===== config.mk =====
export PLATFORM = sky130hd
export DESIGN_NAME = pmic_safety_config_regs
export DESIGN_NICKNAME = d
export VERILOG_FILES = /design/src/pmic_cfg_pkg.sv /design/src/pmic_safety_config_regs.sv
export SDC_FILE = /design/constraint.sdc
export NUM_CORES = 1
export LEC_CHECK = 0
export BUFFER_PORTS_ARGS = -buffer_cell sky130_fd_sc_hd__buf_2
export CAP_MARGIN = 40
export CORE_UTILIZATION = 35
export CTS_CLUSTER_SIZE = 28
export DETAILED_ROUTE_END_ITERATION = 6
export SLEW_MARGIN = 10
export SYNTH_ARGS = -nofsm -noshare
export SYNTH_HDL_FRONTEND = slang
export SYNTH_SLANG_ARGS = --single-unit

===== constraint.sdc =====
create_clock -name mclk -period 3.7 [get_ports mclk]
set_input_delay 0 -clock mclk [delete_from_list [all_inputs] [get_ports mclk]]
set_output_delay 0 -clock mclk [all_outputs]
set_load 0.005 [all_outputs]

===== src/pmic_cfg_pkg.sv =====
// Package: offsets, field layout, reset values and timing counts of the configuration bank
`default_nettype none
package pmic_cfg_pkg;
  localparam logic [7:0] ADDR_SAFETY = 8'h16;
  localparam logic [7:0] ADDR_RSTINT = 8'h17;
  localparam logic [7:0] ADDR_SPREAD = 8'h18;
  localparam logic [7:0] RST_SAFETY  = 8'h00;
  localparam logic [7:0] RST_RSTINT  = 8'h0C;
  localparam logic [7:0] RST_SPREAD  = 8'h00;
  localparam logic [7:0] MASK_SAFETY = 8'h6D;
  localparam logic [7:0] MASK_RSTINT = 8'hFF;
  localparam logic [7:0] MASK_SPREAD = 8'h1F;
  localparam int B_CRC      = 6;
  localparam int B_CNT_CLR  = 5;
  localparam int B_LIMIT    = 2;
  localparam int B_RETRY    = 0;
  localparam int B_FORCE    = 7;
  localparam int B_UNLOCK   = 6;
  localparam int B_AFT      = 4;
  localparam int B_SRT      = 2;
  localparam int B_SOFT     = 1;
  localparam int B_FULL     = 0;
  localparam int B_DEPTH    = 4;
  localparam int B_DIV      = 2;
  localparam int B_SCHEME   = 1;
  localparam int B_SPR_EN   = 0;
  localparam logic [5:0] LIMIT_C0 = 6'h00;
  localparam logic [5:0] LIMIT_C1 = 6'h03;
  localparam logic [5:0] LIMIT_C2 = 6'h0F;
  localparam logic [5:0] LIMIT_C3 = 6'h3F;
  localparam logic [2:0] DIV_BASE_PRB = 3'h1;
  localparam logic [2:0] DIV_BASE_TRI = 3'h4;
  localparam int CLK_PERIOD_NS = 10;
  localparam int NS_PER_MS     = 1000000;
  localparam int CYC_PER_MS    = NS_PER_MS / CLK_PERIOD_NS;
  localparam int AFT_T1_MS  = 45;
  localparam int AFT_T2_MS  = 95;
  localparam int AFT_T3_MS  = 150;
  localparam int SRT_T0_MS  = 1;
  localparam int SRT_T1_MS  = 4;
  localparam int SRT_T2_MS  = 16;
  localparam int SRT_T3_MS  = 64;
  localparam int BTO_T1_MS  = 16;
  localparam int BTO_T2_MS  = 128;
  localparam int BTO_T3_MS  = 1024;
  localparam int CNT_W      = 27;
endpackage : pmic_cfg_pkg
`default_nettype wire


===== src/pmic_safety_config_regs.sv =====
// Safety, reset/interrupt and spread-spectrum configuration registers
`timescale 1ns/1ps
`default_nettype none

// What this block does
// - Checksum enable bit steers bus CRC
// - Counter clear bit self-clears when done
// - Restart limit code gives 0/3/15/63
// - Retry bit allows one self-test retry
// - Force bit holds interrupt pin low
// - Lock release works in lock, self-clears
// - Active-flag timeout off/45/95/150 ms
// - Soft-reset length 1/4/16/64 ms
// - Soft-reset bit pulses reset output low
// - Full-restart bit held until restart done
// - Depth bit selects 10% or 5%
// - Divider field gives 1-4 or 4-7
// - Scheme bit selects pseudo-random or triangular
// - Spread enable bit turns spreading on
// - Bus inactivity sets flag, pulls interrupt
module pmic_safety_config_regs #(
  // One timebase scales every ms count together
  parameter int unsigned CYC_PER_MS = pmic_cfg_pkg::CYC_PER_MS,
  parameter int unsigned AFT_CYC1 = pmic_cfg_pkg::AFT_T1_MS * CYC_PER_MS,
  parameter int unsigned AFT_CYC2 = pmic_cfg_pkg::AFT_T2_MS * CYC_PER_MS,
  parameter int unsigned AFT_CYC3 = pmic_cfg_pkg::AFT_T3_MS * CYC_PER_MS,
  parameter int unsigned SRT_CYC0 = pmic_cfg_pkg::SRT_T0_MS * CYC_PER_MS,
  parameter int unsigned SRT_CYC1 = pmic_cfg_pkg::SRT_T1_MS * CYC_PER_MS,
  parameter int unsigned SRT_CYC2 = pmic_cfg_pkg::SRT_T2_MS * CYC_PER_MS,
  parameter int unsigned SRT_CYC3 = pmic_cfg_pkg::SRT_T3_MS * CYC_PER_MS,
  parameter int unsigned BTO_CYC1 = pmic_cfg_pkg::BTO_T1_MS * CYC_PER_MS,
  parameter int unsigned BTO_CYC2 = pmic_cfg_pkg::BTO_T2_MS * CYC_PER_MS,
  parameter int unsigned BTO_CYC3 = pmic_cfg_pkg::BTO_T3_MS * CYC_PER_MS
) (
  input  wire logic       mclk,
  input  wire logic       rst,
  input  wire logic       reg_wr_en,
  input  wire logic       reg_rd_en,
  input  wire logic [7:0] reg_addr,
  input  wire logic [7:0] reg_wdata,
  output logic      [7:0] reg_rd_data,
  input  wire logic       counter_clear_done,
  input  wire logic       lock_mode_active,
  input  wire logic       unlock_done,
  input  wire logic       full_restart_done,
  input  wire logic       sm_interrupt_req,
  input  wire logic       active_flag_state,
  input  wire logic [1:0] bus_timeout_sel,
  input  wire logic       bus_timeout_clear,
  output logic            bus_checksum_enable,
  output logic            restart_counter_clear,
  output logic      [5:0] safe_state_restart_limit,
  output logic            selftest_retry,
  output logic            lock_release,
  output logic            full_restart_req,
  output logic            active_flag_timeout,
  output logic            bus_timeout_error,
  output logic            interrupt_out_n,
  output logic            reset_out_n,
  output logic            spread_enable,
  output logic            spread_scheme_select,
  output logic            spread_depth_select,
  output logic      [2:0] spread_divider_select
);
  localparam int W = pmic_cfg_pkg::CNT_W;

  typedef enum logic [1:0] {
    SRT_IDLE  = 2'b01,
    SRT_PULSE = 2'b10
  } srt_state_e;

  logic [7:0]   safety_q;
  logic [7:0]   safety_d;
  logic [7:0]   rstint_q;
  logic [7:0]   rstint_d;
  logic [7:0]   spread_q;
  logic [7:0]   spread_d;
  srt_state_e   srt_q;
  srt_state_e   srt_d;
  logic [W-1:0] srt_cnt_q;
  logic [W-1:0] srt_cnt_d;
  logic [W-1:0] srt_lim_q;
  logic [W-1:0] srt_lim_d;
  logic [W-1:0] aft_cnt_q;
  logic [W-1:0] aft_cnt_d;
  logic         aft_exp_q;
  logic         aft_exp_d;
  logic [W-1:0] bto_cnt_q;
  logic [W-1:0] bto_cnt_d;
  logic         bto_err_q;
  logic         bto_err_d;
  logic         int_n_q;
  logic         rst_n_q;
  logic [5:0]   limit_q;
  logic [5:0]   limit_d;
  logic [2:0]   div_q;
  logic [2:0]   div_d;

  wire hit_safety = reg_addr == pmic_cfg_pkg::ADDR_SAFETY;
  wire hit_rstint = reg_addr == pmic_cfg_pkg::ADDR_RSTINT;
  wire hit_spread = reg_addr == pmic_cfg_pkg::ADDR_SPREAD;
  wire wr_safety  = reg_wr_en && hit_safety;
  wire wr_rstint  = reg_wr_en && hit_rstint;
  wire wr_spread  = reg_wr_en && hit_spread;
  wire bus_access = reg_wr_en || reg_rd_en;

  // self-clear bits only set by one
  wire cnt_clr_set = wr_safety && reg_wdata[pmic_cfg_pkg::B_CNT_CLR];
  wire soft_set    = wr_rstint && reg_wdata[pmic_cfg_pkg::B_SOFT];
  wire full_set    = wr_rstint && reg_wdata[pmic_cfg_pkg::B_FULL];
  wire unlock_set  = wr_rstint && reg_wdata[pmic_cfg_pkg::B_UNLOCK] && lock_mode_active;

  wire srt_end = (srt_q == SRT_PULSE) && (srt_cnt_q == srt_lim_q);

  // Plain fields take the write; self-clear bits keep set-over-clear
  wire [7:0] safety_plain = wr_safety ? (reg_wdata & pmic_cfg_pkg::MASK_SAFETY) : safety_q;
  wire [7:0] rstint_plain = wr_rstint ? (reg_wdata & pmic_cfg_pkg::MASK_RSTINT) : rstint_q;

  // clear bit held until counter done
  wire cnt_clr_d = cnt_clr_set || (safety_q[pmic_cfg_pkg::B_CNT_CLR] && !counter_clear_done);
  wire unlock_d  = unlock_set || (rstint_q[pmic_cfg_pkg::B_UNLOCK] && !unlock_done);
  // soft bit cleared at pulse end
  wire soft_d    = soft_set || (rstint_q[pmic_cfg_pkg::B_SOFT] && !srt_end);
  wire full_d    = full_set || (rstint_q[pmic_cfg_pkg::B_FULL] && !full_restart_done);

  always_comb
  begin
    safety_d = safety_plain;
    safety_d[pmic_cfg_pkg::B_CNT_CLR] = cnt_clr_d;
    rstint_d = rstint_plain;
    rstint_d[pmic_cfg_pkg::B_UNLOCK] = unlock_d;
    rstint_d[pmic_cfg_pkg::B_SOFT] = soft_d;
    rstint_d[pmic_cfg_pkg::B_FULL] = full_d;
  end

  assign spread_d = wr_spread ? (reg_wdata & pmic_cfg_pkg::MASK_SPREAD) : spread_q;

  wire [1:0] limit_code = safety_d[pmic_cfg_pkg::B_LIMIT +: 2];
  assign limit_d = (limit_code == 2'h0) ? pmic_cfg_pkg::LIMIT_C0 :
                   (limit_code == 2'h1) ? pmic_cfg_pkg::LIMIT_C1 :
                   (limit_code == 2'h2) ? pmic_cfg_pkg::LIMIT_C2 : pmic_cfg_pkg::LIMIT_C3;

  wire [2:0] div_base = spread_d[pmic_cfg_pkg::B_SCHEME] ? pmic_cfg_pkg::DIV_BASE_TRI
                                                          : pmic_cfg_pkg::DIV_BASE_PRB;
  assign div_d = div_base + {1'b0, spread_d[pmic_cfg_pkg::B_DIV +: 2]};

  // pulse length, code 10 taken as 16 ms
  wire [1:0] srt_code = rstint_q[pmic_cfg_pkg::B_SRT +: 2];
  wire [W-1:0] srt_sel = (srt_code == 2'h0) ? W'(SRT_CYC0 - 1) :
                         (srt_code == 2'h1) ? W'(SRT_CYC1 - 1) :
                         (srt_code == 2'h2) ? W'(SRT_CYC2 - 1) : W'(SRT_CYC3 - 1);

  always_comb
  begin
    srt_d = srt_q;
    srt_cnt_d = srt_cnt_q;
    srt_lim_d = srt_lim_q;
    unique case (srt_q)
      SRT_IDLE:
      begin
        if (rstint_q[pmic_cfg_pkg::B_SOFT])
        begin
          srt_d = SRT_PULSE;
          srt_cnt_d = '0;
          srt_lim_d = srt_sel;
        end
      end
      SRT_PULSE:
      begin
        if (srt_end)
        begin
          srt_d = SRT_IDLE;
        end
        else
        begin
          srt_cnt_d = srt_cnt_q + W'(1);
        end
      end
      default:
      begin
        srt_d = SRT_IDLE;
      end
    endcase
  end

  wire [1:0] aft_code = rstint_q[pmic_cfg_pkg::B_AFT +: 2];
  wire [W-1:0] aft_lim = (aft_code == 2'h1) ? W'(AFT_CYC1 - 1) :
                         (aft_code == 2'h2) ? W'(AFT_CYC2 - 1) : W'(AFT_CYC3 - 1);
  wire aft_run = active_flag_state && (aft_code != 2'h0);
  wire aft_hit = aft_run && !aft_exp_q && (aft_cnt_q == aft_lim);

  assign aft_cnt_d = (!aft_run || aft_exp_q) ? '0 : aft_cnt_q + W'(1);
  assign aft_exp_d = aft_run && (aft_exp_q || aft_hit);

  wire [W-1:0] bto_lim = (bus_timeout_sel == 2'h1) ? W'(BTO_CYC1 - 1) :
                         (bus_timeout_sel == 2'h2) ? W'(BTO_CYC2 - 1) : W'(BTO_CYC3 - 1);
  wire bto_run = (bus_timeout_sel != 2'h0) && !bus_access;
  wire bto_hit = bto_run && (bto_cnt_q == bto_lim);

  assign bto_cnt_d = (!bto_run || bto_hit) ? '0 : bto_cnt_q + W'(1);
  assign bto_err_d = bto_hit || (bto_err_q && !bus_timeout_clear);

  wire int_low_d = rstint_d[pmic_cfg_pkg::B_FORCE] || sm_interrupt_req || bto_err_d;

  always_ff @(posedge mclk or posedge rst)
  begin
    if (rst)
    begin
      safety_q <= pmic_cfg_pkg::RST_SAFETY;
      rstint_q <= pmic_cfg_pkg::RST_RSTINT;
      spread_q <= pmic_cfg_pkg::RST_SPREAD;
      limit_q  <= pmic_cfg_pkg::LIMIT_C0;
      div_q    <= pmic_cfg_pkg::DIV_BASE_PRB;
    end
    else
    begin
      safety_q <= safety_d;
      rstint_q <= rstint_d;
      spread_q <= spread_d;
      limit_q  <= limit_d;
      div_q    <= div_d;
    end
  end

  always_ff @(posedge mclk or posedge rst)
  begin
    if (rst)
    begin
      srt_q     <= SRT_IDLE;
      srt_cnt_q <= '0;
      srt_lim_q <= '0;
      rst_n_q   <= 1'b1;
    end
    else
    begin
      srt_q     <= srt_d;
      srt_cnt_q <= srt_cnt_d;
      srt_lim_q <= srt_lim_d;
      rst_n_q   <= srt_d != SRT_PULSE;
    end
  end

  always_ff @(posedge mclk or posedge rst)
  begin
    if (rst)
    begin
      aft_cnt_q <= '0;
      aft_exp_q <= 1'b0;
      bto_cnt_q <= '0;
      bto_err_q <= 1'b0;
      int_n_q   <= 1'b1;
    end
    else
    begin
      aft_cnt_q <= aft_cnt_d;
      aft_exp_q <= aft_exp_d;
      bto_cnt_q <= bto_cnt_d;
      bto_err_q <= bto_err_d;
      int_n_q   <= !int_low_d;
    end
  end

  assign reg_rd_data = hit_safety ? safety_q :
                       hit_rstint ? rstint_q :
                       hit_spread ? spread_q : 8'h00;

  assign bus_checksum_enable   = safety_q[pmic_cfg_pkg::B_CRC];
  assign restart_counter_clear = safety_q[pmic_cfg_pkg::B_CNT_CLR];
  assign safe_state_restart_limit = limit_q;
  assign selftest_retry        = safety_q[pmic_cfg_pkg::B_RETRY];
  assign lock_release          = rstint_q[pmic_cfg_pkg::B_UNLOCK];
  assign full_restart_req      = rstint_q[pmic_cfg_pkg::B_FULL];
  assign active_flag_timeout   = aft_exp_q;
  assign bus_timeout_error     = bto_err_q;
  assign interrupt_out_n       = int_n_q;
  assign reset_out_n           = rst_n_q;
  assign spread_enable         = spread_q[pmic_cfg_pkg::B_SPR_EN];
  assign spread_scheme_select  = spread_q[pmic_cfg_pkg::B_SCHEME];
  assign spread_depth_select   = spread_q[pmic_cfg_pkg::B_DEPTH];
  assign spread_divider_select = div_q;

endmodule : pmic_safety_config_regs
`default_nettype wire


==> flow_results.org, run 1 <==
** GRT
- The via count of the first global-routing pass came to 5,523.
- Residual overflow from global routing :: 0
- Global-route wire length before repair :: roughly 29 mm
- Antenna violations before repair :: 0
- Largest net degree at the start of global routing :: 62
- In the global route stage, overall resource usage came out at roughly 18%.

** Finish
- Compared with the post-synthesis result, the final layout area differs by 18.7%.
- The net count of the finished layout is between 800 and 900.
- Layout cell share with drive strength beyond 1 :: 17.5%
- After the flow finishes, the layout carries non-filler instances totaling roughly 1,100.
- The number of antenna diodes in the final layout is 0.

** Power and ir drop
- After layout, the design draws a total of 0.00350 W.
- Power spread over the standard cell area amounts to 428 mW/mm².
- In this run the static leakage power is about 3.5 nW.
- P_sw :: 0.00103 W
- In this run, the clock network consumes between 40% and 50% of the power.
- Switching share of power :: approximately 30%
- Combinational logic burns about an eighth of the power.
- Sequential cells burn about two fifths of the power.
- Cell-internal power :: between 0.002 and 0.0025 W
- IR analysis of the VDD net gives a maximum drop of ~340 µV.

** Clock network
- # clock sinks :: 120
- Skew-Pair Late Insertion Delay :: approximately 420 ps
- Maximum clock path buffer count :: 2
- CTS tree :: built
- In this run, CTS created clock tree buffers numbering 17.
- Clock slew seen by the registers of the worst setup and hold paths :: about 60 ps
- In this run the clock root is driven by a sky130_fd_sc_hd__clkbuf_16.
- Gates resized during post-CTS repair numbered 0.
- The clock tree synthesis step divided the H-tree into 4 levels.

** STA
- Setup TNS :: 0 ps
- Unrepaired setup endpoints after global routing :: false
- The tightest hold path in the finished design has a slack of around 120 ps.
- The worst pin sits at a relative slew slack of about two fifths.
- Measured slew at the worst slew-check pin :: between 800 and 900 ps
- Highest Clock Rate :: 362 MHz
- Setup violations remaining at the end of the flow were counted as 0.
- Clock skew on the completed layout was measured at between 6 and 7 ps.
- The number of hold violations in the final report was 0.
- Part of the cycle the worst path needs :: approximately 75%
- Final critical-path required period :: ~2800 ps
- Final Max Slew Viols :: 0

** Synthesis
- Post-Synthesis Mean Instance Area :: 9.36 µm²
- Share of synthesized area occupied by flip-flops and latches :: between 40% and 50%
- The synthesized design devotes to its leading area cell type roughly two fifths of total area.
- Number of synthesis warnings :: 0
- Synth Instances :: ~740
- The number of nets handed over by synthesis was between 700 and 800.
- The synthesized design contains 0 enable-type register cells.
- The mapped netlist covers 0.00688 mm².
- Main synth FF type :: sky130_fd_sc_hd__dfrtp_1
- Cell types with the largest area share after synthesis :: sky130_fd_sc_hd__dfrtp_1 (41%), sky130_fd_sc_hd__nor2_1 (4.1%), sky130_fd_sc_hd__xnor2_1 (4.1%), sky130_fd_sc_hd__nand2_1 (3.7%), sky130_fd_sc_hd__ha_1 (3.5%)
- Post-synth cell types :: 74
- Counting flops with an async set or reset pin after synthesis yields a share of 100%.
- After synthesis the netlist holds a flip-flop and latch count of 120.
- Leading area contributor after synthesis :: sky130_fd_sc_hd__dfrtp_1

** Setup path
- STA classifies the critical path endpoint as a flop.
- Measured in cells, the most critical reg-to-reg path has a length of 7.
- The worst setup path is of the flop to flop kind.
- Max FO, Critical Path :: 8
- For the worst setup path, the data arrival time is about 3100 ps.
- The endpoint identified for the worst register-to-register timing path is interrupt_out_n.
- FF-to-FF Start :: bto_cnt_q[0]
- Setup slack of the worst register-to-register path :: about 940 ps
- Worst EP required :: 4050 ps
- STA classifies the critical path startpoint as a flop.

** Die
- Die X-Extent :: ~140 µm
- From bottom edge to top edge, the die measures ~140 µm.
- In this run the count of I/O pins placed on the die edge is 58.
- In this run the core area contains 50 standard-cell rows.
- The core region is around 0.019 mm².
- For this configuration, the core starts out at a cell density of roughly 36%.
- The die covers ~0.02 mm².

** Drt
- Drt initial violations :: about 320
- First-pass iteration count of the detailed router :: 5
- Final Routed Wirelength :: roughly 17 mm
- Post-DRT Antenna Nets :: 0
- Via/cell ratio :: between 5 and 6
- After detailed routing, the average wire length per cell comes to approximately 16 µm.
- For this run, design rule violations remaining after detail routing come to 0.
- The routed layout has 5,717 vias.

** Place
- Global placement routability congestion :: about 0.83
- The HPWL after detailed placement is around 11 mm.
- Count of input and output buffers :: 57
- Instance count after placement with tap cells included :: between 1,000 and 1,500

** Min path
- Min-Delay Startpoint :: reg_addr[2]
- Min-Delay Path Class :: input port to flop
- The worst hold path was traced through 4 stages.
- End point of the worst hold path :: spread_q[0]

** Run status
- The flow ran to the end, and the final reports show no timing, DRC or antenna violations.

** Run
- Maxcap violations :: 0
cells by family (layout without fill, tap and decap cells):
logic type | count (synthesis) | after routing | share of synthesized area [%]
flip-flops | 120 | 120 | 43.8
AO/OA/AOI/OAI | 111 | 111 | 12.0
multiplexers | 21 | 21 | 3.42
buffers and inverters | 74 | 147 | 4.57
XOR/XNOR | 55 | 55 | 7.00
adder cells (fa/ha/maj) | 19 | 19 | 3.46
AND/OR/NAND/NOR | 335 | 335 | 25.8
placed cells by master (no fill, tap or decap), types with 19 or more instances in the layout:
| cell | instances |
|---|---|
| sky130_fd_sc_hd__nor2_1 | 75 |
| sky130_fd_sc_hd__nand2_1 | 68 |
| sky130_fd_sc_hd__and3_1 | 20 |
| sky130_fd_sc_hd__nand4_1 | 21 |
| sky130_fd_sc_hd__dlygate4sd3_1 | 21 |
| sky130_fd_sc_hd__xor2_1 | 23 |
| sky130_fd_sc_hd__nand3_1 | 37 |
| sky130_fd_sc_hd__buf_2 | 58 |
| sky130_fd_sc_hd__nor3_1 | 33 |
| sky130_fd_sc_hd__xnor2_1 | 32 |
| sky130_fd_sc_hd__ha_1 | 19 |
| sky130_fd_sc_hd__dfrtp_1 | 114 |
| sky130_fd_sc_hd__inv_1 | 26 |
power by group through the flow:
stage	sequential, W	combinational [W]	clock, W
global route	0.00143	0.000483	0.00172
CTS	0.00142	0.000437	0.00166
global placement	0.00145	0.000417	0
finish	0.00143	0.000442	0.00163
floorplan	0.00142	0.000300	0
detailed placement	0.00145	0.000422	0
layer usage:
metal / vias up / track usage [%] / part of all wire (%)
met5: - / 0 / 0
met4: 0 / 5.72 / 1.2
met3: 18 / 4.24 / 4.9
met2: 166 / 28.0 / 45
met1: 2752 / 24.5 / 49
li1: 2781 / - / -
sequential cells by signal (all words and copies together) (netlist names), 2 cells and up:
register                  count
aft_cnt_q                    27
spread_divider_select         3
srt_lim_q                    10
rstint_q                      8
srt_cnt_q                    27
srt_q                         2
spread_q                      5
safety_q                      4
safe_state_restart_limit      3
bto_cnt_q                    27
Yosys cell counts, types with 5 or more instances:
master and instances:
sky130_fd_sc_hd__xnor2_1 32, sky130_fd_sc_hd__and3_1 20, sky130_fd_sc_hd__nor3_1 33, sky130_fd_sc_hd__a221oi_1 6, sky130_fd_sc_hd__nor4b_1 6, sky130_fd_sc_hd__buf_4 5
sky130_fd_sc_hd__nand3_1 37, sky130_fd_sc_hd__buf_2 8, sky130_fd_sc_hd__nand2_1 68, sky130_fd_sc_hd__dfrtp_1 114, sky130_fd_sc_hd__nor4_1 10, sky130_fd_sc_hd__and4_1 13
sky130_fd_sc_hd__xor2_1 23, sky130_fd_sc_hd__a31oi_1 13, sky130_fd_sc_hd__ha_1 19, sky130_fd_sc_hd__nand2b_1 5, sky130_fd_sc_hd__nand4_1 21, sky130_fd_sc_hd__dfstp_2 6
sky130_fd_sc_hd__and2_1 11, sky130_fd_sc_hd__clkbuf_1 32, sky130_fd_sc_hd__o211ai_1 8, sky130_fd_sc_hd__o2111ai_1 9, sky130_fd_sc_hd__a21oi_1 15, sky130_fd_sc_hd__inv_1 27
sky130_fd_sc_hd__or3_1 8, sky130_fd_sc_hd__mux2_2 17, sky130_fd_sc_hd__nor2_1 75, sky130_fd_sc_hd__o21ai_0 14
metrics by stage:
step                utilization, %  cell area, µm²  setup WS, ps
floorplan                        -            6880           524
CTS                           42.9            8140           964
detailed placement            38.8            7360          1110
finish                        43.1            8160           938
global placement              38.7            7340          1140
global route                  43.1            8160           778
repair_timing:
action                    CTS  global route
hold endpoints to repair   83             0
hold buffers               21             0
setup buffers               0             0
final cells by class:
class                      instances  area, µm²
clock buffer                      18        429
clock inverter                    14        141
sequential                       120       3010
timing repair buffer              88        596
tap                              260        325
multi-input combinational        541       3560
inverter                          27        104
fill                            1844      10800
worst max-delay path, stage by stage, from the launching register on:
cell and delay, ps:
sky130_fd_sc_hd__dfrtp_1 380, sky130_fd_sc_hd__ha_1 200, sky130_fd_sc_hd__nand3_1 180, sky130_fd_sc_hd__or3_1 530
sky130_fd_sc_hd__a2111o_1 370, sky130_fd_sc_hd__o41ai_2 360, sky130_fd_sc_hd__nor3_1 80, sky130_fd_sc_hd__dlygate4sd3_1 570
worst max path at each step:
stage	to	cells past startpoint	from	slack, ps
3_3_place_gp	bto_cnt_q[17]	6	bto_cnt_q[0]	1140
3_5_place_dp	srt_cnt_q[15]	5	srt_cnt_q[24]	1110
2_1_floorplan	active_flag_timeout	1	rst	520
5_1_grt	interrupt_out_n	7	bto_cnt_q[0]	780
6_report	interrupt_out_n	7	bto_cnt_q[0]	940
4_1_cts	interrupt_out_n	7	bto_cnt_q[0]	960
Power figures use the tool's default switching activity.
==> run 2: changes to the inputs <==
Clock period 3.7 ns to 2.65 ns, I/O delays scaled along.
==> flow_results.org, run 2 (synthesized netlist as in run 1, its figures left out) <==
** STA
- Final Max Slew Viols :: 0 (unchanged)
- The total setup violations reported at the end of the flow came to 0 (unchanged).
- The number of hold violations in the final report is 0 (unchanged).
- Worst slew margin relative to its limit :: 54.7% (was 40.4%)
- The pin slew with the least headroom to its limit was 677 ps (was 894 ps).
- The final clock period utilization by the worst path came to 89.0% (was 74.6%).
- The achievable frequency was 424 MHz (was 362 MHz).
- The summed negative setup slack over all endpoints is 0 ps (unchanged).
- The maximum clock skew at final layout came to 15.4 ps (was 6.44 ps).
- Unrepaired setup endpoints after global routing :: false (unchanged)
- Final critical-path required period :: 2360 ps (was 2760 ps)

** Power and ir drop
- Overall power :: 0.00477 W (was 0.00350 W)
- The power density of the placed cells is 581 mW/mm² (was 428 mW/mm²).
- The highest ir drop seen on vdd came to 465 µV (was 342 µV).
- The static leakage is 3.50 nW (was 3.48 nW).

** Min path
- End point of the worst hold path :: spread_q[0] (unchanged)
- Instance count along the most critical hold path :: 4 (unchanged)
- The type of the most critical hold path is input port to flop (unchanged).
- Min-Delay Startpoint :: reg_addr[2] (unchanged)

** Clock network
- Number of levels in the clock H-tree :: 4 (unchanged)
- Clock tree root buffer cell :: sky130_fd_sc_hd__clkbuf_16 (unchanged)
- The count of instances resized after the clock tree is built is 0 (unchanged).
- The sink count of the clock tree was 120 (unchanged).
- Maximum clock path buffer count :: 2 (unchanged)
- Total CTS buffers :: 17 (unchanged)
- The clock slew at the register clock pins of the worst setup and hold paths came to 60 ps (about the same).
- The insertion delay to the later sink of the worst-skew pair was 420 ps (about the same).
- CTS tree :: built (unchanged)

** Die
- The number of standard-cell rows in the floorplan is 50 (unchanged).
- The height of the die came to 142 µm (unchanged).
- # IOs :: 58 (unchanged)
- The initial standard-cell utilization of the core is 36.3% (unchanged).
- Core Area :: 0.0190 mm² (unchanged)
- The die width came to 142 µm (unchanged).
- The area enclosed by the die boundary came to 0.0202 mm² (unchanged).

** Setup path
- The internal reg-to-reg setup slack was 290 ps (was 940 ps).
- The required arrival time at the worst endpoint is 2940 ps (was 4050 ps).
- Max FO, Critical Path :: 12 (was 8)
- The capture instance of the worst register-to-register path was srt_cnt_q[15] (was interrupt_out_n).
- The type of the worst setup path is flop to flop (unchanged).
- Sort of element at the end of the critical path :: flop (unchanged)
- Worst Setup SP :: srt_cnt_q[24] (was bto_cnt_q[0])
- Number of cells on the worst reg-to-reg path :: 6 (was 7)
- The worst reg2reg path startpoint is srt_cnt_q[24] (was bto_cnt_q[0]).
- Type of origin of the critical path :: flop (unchanged)
- CP Data Arrival Time :: 2650 ps (was 3110 ps)

** Finish
- The count of filler cells inserted in the layout came to 1,830 (was 1,844).
- Final non-filler cell area :: 0.00821 mm² (was 0.00816 mm²)
- Most frequent cells in the layout :: sky130_fd_sc_hd__dfrtp_1 (114), sky130_fd_sc_hd__nor2_1 (75), sky130_fd_sc_hd__nand2_1 (68) (unchanged)
- Diode count :: 0 (unchanged)
- Layout cell share with drive strength beyond 1 :: 18.6% (was 17.5%)
- The filler-free cell count of the finished design is 1,078 (was 1,068).
- Largest regs: aft_cnt_q: 27 flops, bto_cnt_q: 27 flops, srt_cnt_q: 27 flops (unchanged).
- The most common cell after layout, fill and taps aside is sky130_fd_sc_hd__dfrtp_1 (unchanged).
- Post-synthesis to final-layout area growth :: 19.4% (was 18.7%)
- # nets final :: 853 (was 843)

** Run
- Maxcap violations :: 0 (unchanged)

** Place
- The port buffer count is 57 (unchanged).
- Final HPWL from detailed placement :: 11.2 mm (was 11.3 mm)
- DP Area :: 0.00747 mm² (was 0.00736 mm²)
- The number of instances in the placed design was 1,026 (was 1,014).
- The global placer's final weighted congestion is 0.795 (was 0.827).

** GRT
- The global router's overall resource usage is 17.4% (was 18.0%).
- Global-route wire length before repair :: 27.8 mm (was 28.6 mm)
- The sum of overflow across all layers after global routing came to 0 (unchanged).
- The via count of the first global-routing pass is 5,478 (was 5,523).
- The initial antenna violation count was 0 (unchanged).
- Largest net degree at the start of global routing :: 69 (was 62)

** Run status
- Result of the run :: complete, no violations (unchanged)

** Drt
- Final Routed Wirelength :: 16.6 mm (was 17.1 mm)
- The number of vias in the routed layout is 5,791 (was 5,717).
- The average routed wire per standard cell was 15.4 µm (was 16.0 µm).
- The number of iterations in the first detailed-routing pass was 5 (unchanged).
- The DRC marker count from the first detailed-route iteration is 388 (was 317).
- The detail-routed via count per cell came to 5.37 (was 5.35).
- The number of routed nets with antenna violations came to 0 (unchanged).
- Drt drc :: 0 (unchanged)
[run 2: power breakdown]
group,switching [W],internal (W)
Clock,0.000929,0.00122
Combinational,0.000408,0.000237
Sequential,0.0000753,0.00191
[run 2: area by class of cell]
type                            count  area, µm²  share of cell area [%]
Clock buffer                       18        429                    5.22
Inverter                           27        105                    1.28
Timing Repair Buffer               98        668                    8.13
Multi-Input combinational cell    541       3560                    43.3
Sequential cell                   120       3010                    36.6
Clock inverter                     14        118                    1.43
Tap cell                          260        325                    3.96
[run 2: worst max-delay path, stage by stage (launching register included)]
cell and delay (ps):
sky130_fd_sc_hd__dfrtp_1 420, sky130_fd_sc_hd__nor4_1 410, sky130_fd_sc_hd__o2111ai_1 210, sky130_fd_sc_hd__or4_1 550, sky130_fd_sc_hd__buf_4 210, sky130_fd_sc_hd__o21ai_0 270, sky130_fd_sc_hd__o21ai_0 150
[run 2: worst max-delay path by stage]
stage	to	slack, ps	cells past startpoint
2_1_floorplan	srt_cnt_q[22]	420	9
3_3_place_gp	srt_cnt_q[15]	370	6
3_5_place_dp	srt_cnt_q[15]	280	6
4_1_cts	bto_cnt_q[17]	290	7
5_1_grt	bto_cnt_q[26]	110	7
6_report	srt_cnt_q[15]	290	6
[run 2: per-layer routing]
| layer | up-vias | global-route usage [%] | wire (µm) |
|---|---|---|---|
| li1 | 2802 | - | - |
| met1 | 2821 | 24.1 | 8120 |
| met2 | 153 | 26.4 | 7460 |
| met3 | 15 | 4.51 | 835 |
| met4 | 0 | 5.55 | 199 |
| met5 | - | 0 | 0 |
[run 2: repair_timing]
item | 4_1_cts | 5_1_grt
endpoints found under the hold margin | 50 | 0
buffers inserted | 0 | 0
hold buffers | 20 | 0
setup endpoints to repair | 0 | 0
[run 2: through the flow]
stage	setup WS [ps]	hold WS, ps	utilization (%)
global route	108	132	43.3
finish	292	107	43.3
detailed placement	278	35.6	39.4
CTS	292	84.3	43.3
global placement	368	34.9	39.4
floorplan	423	37.2	-
